`src/logic/lsrt_pkg.sv`:
```
`default_nettype none
package lsrt_pkg;
   // Clock rate
   localparam int unsigned CLK_HZ         = 25_000_000;
   // Times in microseconds as printed
   localparam int unsigned OFF_QUAL_US    = 1_000;
   localparam int unsigned TURNOFF_US     = 900_000;
   localparam int unsigned TURNOFF_FAST_US = 600;
   localparam int unsigned TURN_ON_US     = 38_000;
   localparam int unsigned TURN_ON_FAST_US = 4_000;
   localparam int unsigned LONG_PRESS_US  = 11_500_000;
   localparam int unsigned LONG_FAST_US   = 1_000;
   localparam int unsigned LOCKOUT_US     = 400_000;
   // Clock cycles per microsecond tick divider
   localparam int unsigned TICK_DIV       = CLK_HZ / 1_000_000;
   // Counts in microsecond ticks (the 1 us enable)
   localparam int unsigned OFF_QUAL_CNT   = OFF_QUAL_US;
   localparam int unsigned TURNOFF_CNT    = TURNOFF_US;
   localparam int unsigned TURNOFF_FAST_CNT = TURNOFF_FAST_US;
   localparam int unsigned TURN_ON_CNT    = TURN_ON_US;
   localparam int unsigned TURN_ON_FAST_CNT = TURN_ON_FAST_US;
   localparam int unsigned LONG_FAST_CNT  = LONG_FAST_US;
   localparam int unsigned LOCKOUT_CNT    = LOCKOUT_US;
   // Counter width for microsecond counts up to 2x long press
   localparam int unsigned CNT_W          = 25;
   // Multiplier in quarters: code 0..6 gives 0.50..2.00, default 1.00
   localparam logic [2:0] SCALE_DEFAULT   = 3'h2;
   localparam logic [3:0] SCALE_BASE_Q    = 4'h2;
   localparam int unsigned DIV_W          = 5;
   // Sequencer states, Gray along on -> pending off -> off -> lockout
   typedef enum logic [2:0] {
      LSRT_ON      = 3'b000,
      LSRT_OFF_DLY = 3'b001,
      LSRT_OFF     = 3'b011,
      LSRT_LOCK    = 3'b010,
      LSRT_WAIT_HI = 3'b110
   } lsrt_state_t;
endpackage : lsrt_pkg
`default_nettype wire

```
`src/logic/lsrt_load_switch_reset_timer.sv`:
```
`default_nettype none
module lsrt_load_switch_reset_timer
   import lsrt_pkg::*;
#(
   parameter int unsigned LONG_PRESS_CNT = LONG_PRESS_US,
   parameter int unsigned TURNOFF_T      = TURNOFF_CNT,
   parameter int unsigned LOCKOUT_T      = LOCKOUT_CNT
)(
   input  wire logic       clock,
   input  wire logic       rst_n,
   input  wire logic       reset_button_n,
   input  wire logic       wake_input,
   input  wire logic       turn_off_n,
   input  wire logic       delay_select,
   input  wire logic [2:0] delay_scale_input,
   input  wire logic       delay_scale_enable,
   output logic            load_on,
   output logic            test_mode
);
   import lsrt_pkg::*;

   logic             tick_us;
   lsrt_state_t      state_q;
   logic             btn_q;
   logic             wake_q;
   logic             off_q;
   logic             dsel_q;
   logic             dsel_at_press_q;
   logic             armed_q;
   logic             off_edge_q;
   logic [CNT_W-1:0] press_cnt_q;
   logic [CNT_W-1:0] qual_cnt_q;
   logic [CNT_W-1:0] dly_cnt_q;
   logic [CNT_W-1:0] long_lim;
   logic [3:0]       scale_qtr;
   logic             btn_fall;
   logic             wake_rise;
   logic             off_fall;
   logic             press_on;
   logic             press_rst;
   logic             off_ok;
   logic             off_dly_done;

   lsrt_tick u_tick (
      .clock   (clock),
      .rst_n   (rst_n),
      .tick_us (tick_us)
   );

   // Input state registers with documented defaults
   always_ff @(posedge clock) begin
      if (!rst_n) begin
         btn_q  <= 1'b1;
         dsel_q <= 1'b1;
         wake_q <= 1'b0;
         off_q  <= 1'b1;
      end else begin
         btn_q  <= reset_button_n;
         dsel_q <= delay_select;
         wake_q <= wake_input;
         off_q  <= turn_off_n;
      end
   end

   assign btn_fall  = btn_q && !reset_button_n;
   assign wake_rise = !wake_q && wake_input;
   assign off_fall  = off_q && !turn_off_n;

   // Multiplier in quarters: code plus two, 1.00 when adjustment off
   always_comb begin
      if (!delay_scale_enable || delay_scale_input > 3'h6) begin
         scale_qtr = {1'b0, SCALE_DEFAULT} + SCALE_BASE_Q;
      end else begin
         scale_qtr = {1'b0, delay_scale_input} + SCALE_BASE_Q;
      end
   end

   // Scaled long-press limit in us
   assign long_lim = CNT_W'((LONG_PRESS_CNT / 4) * scale_qtr);

   // Inverted delay select latched as the button falls
   always_ff @(posedge clock) begin
      if (!rst_n) begin
         dsel_at_press_q <= 1'b0;
      end else if (btn_fall) begin
         dsel_at_press_q <= !dsel_q;
      end
   end

   // Button press duration counter; clears on release
   always_ff @(posedge clock) begin
      if (!rst_n || reset_button_n) begin
         press_cnt_q <= '0;
      end else if (tick_us && press_cnt_q != '1) begin
         press_cnt_q <= press_cnt_q + 1'b1;
      end
   end

   assign press_on  = dsel_at_press_q
                      ? press_cnt_q >= CNT_W'(TURN_ON_FAST_CNT)
                      : press_cnt_q > CNT_W'(TURN_ON_CNT);
   assign press_rst = armed_q && (dsel_at_press_q
                      ? press_cnt_q >= CNT_W'(LONG_FAST_CNT)
                      : press_cnt_q >= long_lim);

   // Reset arming: off after turn-on until release
   always_ff @(posedge clock) begin
      if (!rst_n) begin
         armed_q <= 1'b1;
      end else if (state_q == LSRT_OFF && press_on) begin
         armed_q <= 1'b0;
      end else if (reset_button_n) begin
         armed_q <= 1'b1;
      end
   end

   // Off request qualification: low for 1 ms after edge
   always_ff @(posedge clock) begin
      if (!rst_n) begin
         off_edge_q <= 1'b0;
         qual_cnt_q <= '0;
      end else if (turn_off_n) begin
         off_edge_q <= 1'b0;
         qual_cnt_q <= '0;
      end else if (state_q != LSRT_ON) begin
         off_edge_q <= 1'b0;
         qual_cnt_q <= '0;
      end else if (off_fall && state_q == LSRT_ON) begin
         off_edge_q <= 1'b1;
         qual_cnt_q <= '0;
      end else if (off_edge_q && tick_us) begin
         qual_cnt_q <= qual_cnt_q + 1'b1;
      end
   end

   assign off_ok = off_edge_q && qual_cnt_q >= CNT_W'(OFF_QUAL_CNT);

   assign off_dly_done = dsel_q
                         ? dly_cnt_q >= CNT_W'(TURNOFF_T)
                         : dly_cnt_q >= CNT_W'(TURNOFF_FAST_CNT);

   // Main sequencer
   always_ff @(posedge clock) begin
      if (!rst_n) begin
         state_q   <= LSRT_ON;
         dly_cnt_q <= '0;
         test_mode <= 1'b0;
      end else begin
         case (state_q)
            LSRT_ON: begin
               dly_cnt_q <= '0;
               if (!reset_button_n) begin
                  if (press_rst) begin
                     test_mode <= dsel_at_press_q;
                     state_q   <= LSRT_LOCK;
                  end
               end else if (!wake_input && off_ok) begin
                  state_q <= LSRT_OFF_DLY;
               end
            end
            LSRT_OFF_DLY: begin
               if (btn_fall || wake_rise) begin
                  state_q <= LSRT_ON;
               end else if (off_dly_done) begin
                  state_q   <= LSRT_OFF;
                  dly_cnt_q <= '0;
               end else if (tick_us) begin
                  dly_cnt_q <= dly_cnt_q + 1'b1;
               end
            end
            LSRT_OFF: begin
               dly_cnt_q <= '0;
               if (!reset_button_n && press_on) begin
                  state_q <= LSRT_ON;
               end else if (reset_button_n && wake_input) begin
                  state_q <= LSRT_ON;
               end
            end
            LSRT_LOCK: begin
               if (dly_cnt_q >= CNT_W'(LOCKOUT_T)) begin
                  state_q   <= LSRT_WAIT_HI;
                  dly_cnt_q <= '0;
               end else if (tick_us) begin
                  dly_cnt_q <= dly_cnt_q + 1'b1;
               end
            end
            LSRT_WAIT_HI: begin
               if (reset_button_n) begin
                  state_q   <= LSRT_OFF;
                  test_mode <= 1'b0;
               end
            end
            default: begin
               state_q <= LSRT_ON;
            end
         endcase
      end
   end

   // Load switch drive
   always_ff @(posedge clock) begin
      if (!rst_n) begin
         load_on <= 1'b1;
      end else begin
         load_on <= (state_q == LSRT_ON) || (state_q == LSRT_OFF_DLY);
      end
   end
endmodule : lsrt_load_switch_reset_timer
`default_nettype wire

```
`src/logic/lsrt_tick.sv`:
```
`default_nettype none
module lsrt_tick
   import lsrt_pkg::*;
(
   input  wire logic clock,
   input  wire logic rst_n,
   output logic      tick_us
);
   logic [DIV_W-1:0] div_q;

   // Free-running 1 us enable from the 25 MHz clock
   always_ff @(posedge clock) begin
      if (!rst_n) begin
         div_q   <= '0;
         tick_us <= 1'b0;
      end else if (div_q == DIV_W'(TICK_DIV - 1)) begin
         div_q   <= '0;
         tick_us <= 1'b1;
      end else begin
         div_q   <= div_q + 1'b1;
         tick_us <= 1'b0;
      end
   end
endmodule : lsrt_tick
`default_nettype wire

```
`config.mk`:
```
export PLATFORM = sky130hd
export DESIGN_NAME = lsrt_load_switch_reset_timer
export DESIGN_NICKNAME = d
export VERILOG_FILES = /design/src/logic/lsrt_pkg.sv /design/src/logic/lsrt_load_switch_reset_timer.sv /design/src/logic/lsrt_tick.sv
export SDC_FILE = /design/constraint.sdc
export NUM_CORES = 1
export LEC_CHECK = 0
export ABC_AREA = 1
export BUFFER_PORTS_ARGS = -buffer_cell sky130_fd_sc_hd__buf_2
export CAP_MARGIN = 20
export CORE_UTILIZATION = 50
export CTS_CLUSTER_SIZE = 28
export DETAILED_ROUTE_END_ITERATION = 12
export MAX_ROUTING_LAYER = met4
export PLACE_DENSITY = 0.66
export RECOVER_POWER = 25
export SETUP_SLACK_MARGIN = 0.5
export SLEW_MARGIN = 25
export SYNTH_ARGS = -nofsm -noshare
export SYNTH_HDL_FRONTEND = slang
export SYNTH_HIERARCHICAL = 1
export SYNTH_SLANG_ARGS = --single-unit
```
`constraint.sdc`:
```
create_clock -name clock -period 7.3 [get_ports clock]
set_clock_uncertainty 0.2 [all_clocks]
set_input_delay 0.73 -clock clock [delete_from_list [all_inputs] [get_ports clock]]
set_output_delay 0.73 -clock clock [all_outputs]
set_load 0.02 [all_outputs]
```
==> flow_summary.json <==
{
  "hp-start": "dly_cnt_q[24]",
  "slowest_stage": "fa_1",
  "cts.clk_slew.worst_paths_ns": 0.07,
  "p_switching_mw": 0.628,
  "synth_top_area_share": 0.264,
  "row_count": 42,
  "vias": 6587,
  "grt_start_max_net_pins": 33,
  "nets": 1133,
  "r2r-start": "press_cnt_q[0]",
  "route.detailed.drc": 0,
  "power_density_mw_per_mm2": 219,
  "cts_tree": "yes",
  "grt_usage": 0.249,
  "overflow": 0,
  "clock_path_buffers": 2,
  "die_area_mm2": 0.0146,
  "place_congestion": 0.944,
  "critPathBufInv": 4,
  "chipHeight_um": 121,
  "cp-end-kind": "flip-flop",
  "hpwl_um": 12900,
  "startpoint": "delay_scale_input[1]",
  "clkLatencyLatePin_ns": 0.36,
  "synthTopCellsByArea": "dfxtp_1 (26%), nand2_1 (12%), ha_1 (9.6%)",
  "cts_root_buffer": "clkbuf_16",
  "cp_max_fo": 6,
  "fin_crit_sh": 0.760,
  "fmax_mhz": 180,
  "post_cts_resized": 0,
  "syn_area_mm2": 0.00704,
  "p_clk_frac": 0.299,
  "antenna_found_initial": 0,
  "wirelength_um": 16800,
  "worst_slew_pin_slew_ns": 0.972,
  "period_needed_ns": 5.55,
  "dpl.cell_count": 1226,
  "drtIter0Drc": 514,
  "maxCapViolCount": 0,
  "postCtsSetupBuffers": 0,
  "arrival_ns": 5.60,
  "crit_type": "input port to flip-flop",
  "peakVddDrop_mv": 0.145,
  "cpMostUsedCell": "nand2_1",
  "drv_slew": 0,
  "ys_ff_latch": 93,
  "ant_nets": 0,
  "io_pins": 12,
  "routed_via_density": 5.30,
  "setup_violations": 0,
  "synth_nets": 1129,
  "max_stage_delay_ns": 0.53,
  "fin_cells": 1242,
  "tns_ns": 0,
  "required_ns": 7.35,
  "initial_core_util": 0.521,
  "clock_sinks": 93,
  "yosysSeqAreaShare": 0.264,
  "most-common-layout-cells": "nand2_1 (223), inv_1 (149), nor2_1 (133)",
  "yosys.cell_types.count": 46,
  "num_antenna_cells": 0,
  "yosys.area.top_type": "dfxtp_1",
  "grt_pass1_wl_um": 28300,
  "portBuffers": 11,
  "cts_buffers": 9,
  "drive_gt1_frac": 0.0488,
  "yosys_warnings": 6,
  "r2r_setup_slack_ns": 4.34,
  "swShare": 0.381,
  "avgRoutedWirePerCell_um": 13.5,
  "hold_violations": 0,
  "hp-class": "flip-flop to flip-flop",
  "start_kind": "input port",
  "p_int_mw": 1.02,
  "area_growth_pct": 7.04,
  "seqPwrFrac": 0.359,
  "die_w_um": 121,
  "htree_levels": 3,
  "status": "complete, no violations",
  "cts_hold_buf": 0,
  "core_mm2": 0.0135,
  "final_common_cell": "nand2_1",
  "fin_total_pwr_mw": 1.65,
  "grt_pass1_vias": 6056,
  "power_frac_comb": 0.342,
  "avgSynthCellArea_um2": 6.66,
  "drtPass1Iterations": 5,
  "relSlewSlack": 0.350,
  "rsz0062_at_grt": "false",
  "crit_family": "simple AND/OR/NAND/NOR gates",
  "syn-instance-count": 1057,
  "power_leakage_nw": 3.21
}
[through the flow]
step,setup WS [ns],hold WS [ns],utilization,cell area [µm²]
floorplan,2.00,0.224,-,7040
global placement,1.52,0.234,0.535,7230
detailed placement,1.38,0.238,0.535,7230
CTS,1.74,0.248,0.558,7540
global route,1.11,0.259,0.558,7540
finish,1.75,0.246,0.558,7540
[layer usage]
metal | share of wire | track usage | vias up
li1 | - | - | 3485
met1 | 0.50 | 0.323 | 2972
met2 | 0.46 | 0.399 | 111
met3 | 0.033 | 0.0448 | 19
met4 | 0.013 | 0.0640 | 0
met5 | 0 | - | -
[cells by family (layout without fill, tap and decap cells)]
group	after synthesis	in the layout	synth area share
AND/OR/NAND/NOR	525	525	0.337
buffers and inverters	172	181	0.0942
AO/OA/AOI/OAI	158	158	0.128
flip-flops	93	93	0.264
adder cells (fa/ha/maj)	62	62	0.119
XOR/XNOR	47	47	0.0585
[worst paths after layout]
check                    end  depth (start not counted)
min            dly_cnt_q[24]                          2
max               state_q[0]                         33
max reg2reg  press_cnt_q[12]                         11
min reg2reg    dly_cnt_q[24]                          2
[sequential cells by signal (all words and copies together), names as in the netlist]
register and flops:
armed_q 1, btn_q 1, dly_cnt_q 25, dsel_at_press_q 1, dsel_q 1, load_on 1
off_edge_q 1, off_q 1, press_cnt_q 25, qual_cnt_q 25, state_q 3, test_mode 1
u_tick/div_q 5, u_tick/tick_us 1, wake_q 1
[cell type report]
cell class                      count  area (µm²)
Multi-Input combinational cell    792        4510
Inverter                          154         578
Clock inverter                      4        55.1
Fill cell                        1344        5970
Timing Repair Buffer               11        51.3
Clock buffer                       12         256
Sequential cell                    93        1860
Tap cell                          176         220
[worst min-delay path: stages, from the launching register on]
cell and delay (ns):
dfxtp_1 0.30, inv_1 0.06, nor3_1 0.05
[Yosys cell counts, drive strengths merged]
cell       n
o21ai     36
inv      152
nor3b      2
o21bai     1
a21o       3
clkinv     2
nand3     61
o211ai     6
dfxtp     93
and3       2
or2        4
o32ai      1
nand2    228
nor4       9
o2111ai    4
a31o       1
buf        7
xor2      33
nand3b     2
a211oi    12
a21boi     1
o22ai      1
o21a       6
ha        54
xnor2     14
a311oi     1
nor2     139
clkbuf    11
nor3      41
a21oi     85
fa         8
nand4     37
[power groups by stage]
| stage | Clock (mW) | Sequential, mW | Combinational [mW] |
|---|---|---|---|
| after global routing | 0.522 | 0.599 | 0.649 |
| after global placement | 0 | 0.603 | 0.555 |
| after CTS | 0.506 | 0.591 | 0.565 |
| final | 0.493 | 0.593 | 0.564 |
| after floorplan | 0 | 0.586 | 0.459 |
| after detailed placement | 0 | 0.603 | 0.559 |
Note: power is estimated with default switching activity, not from simulation.
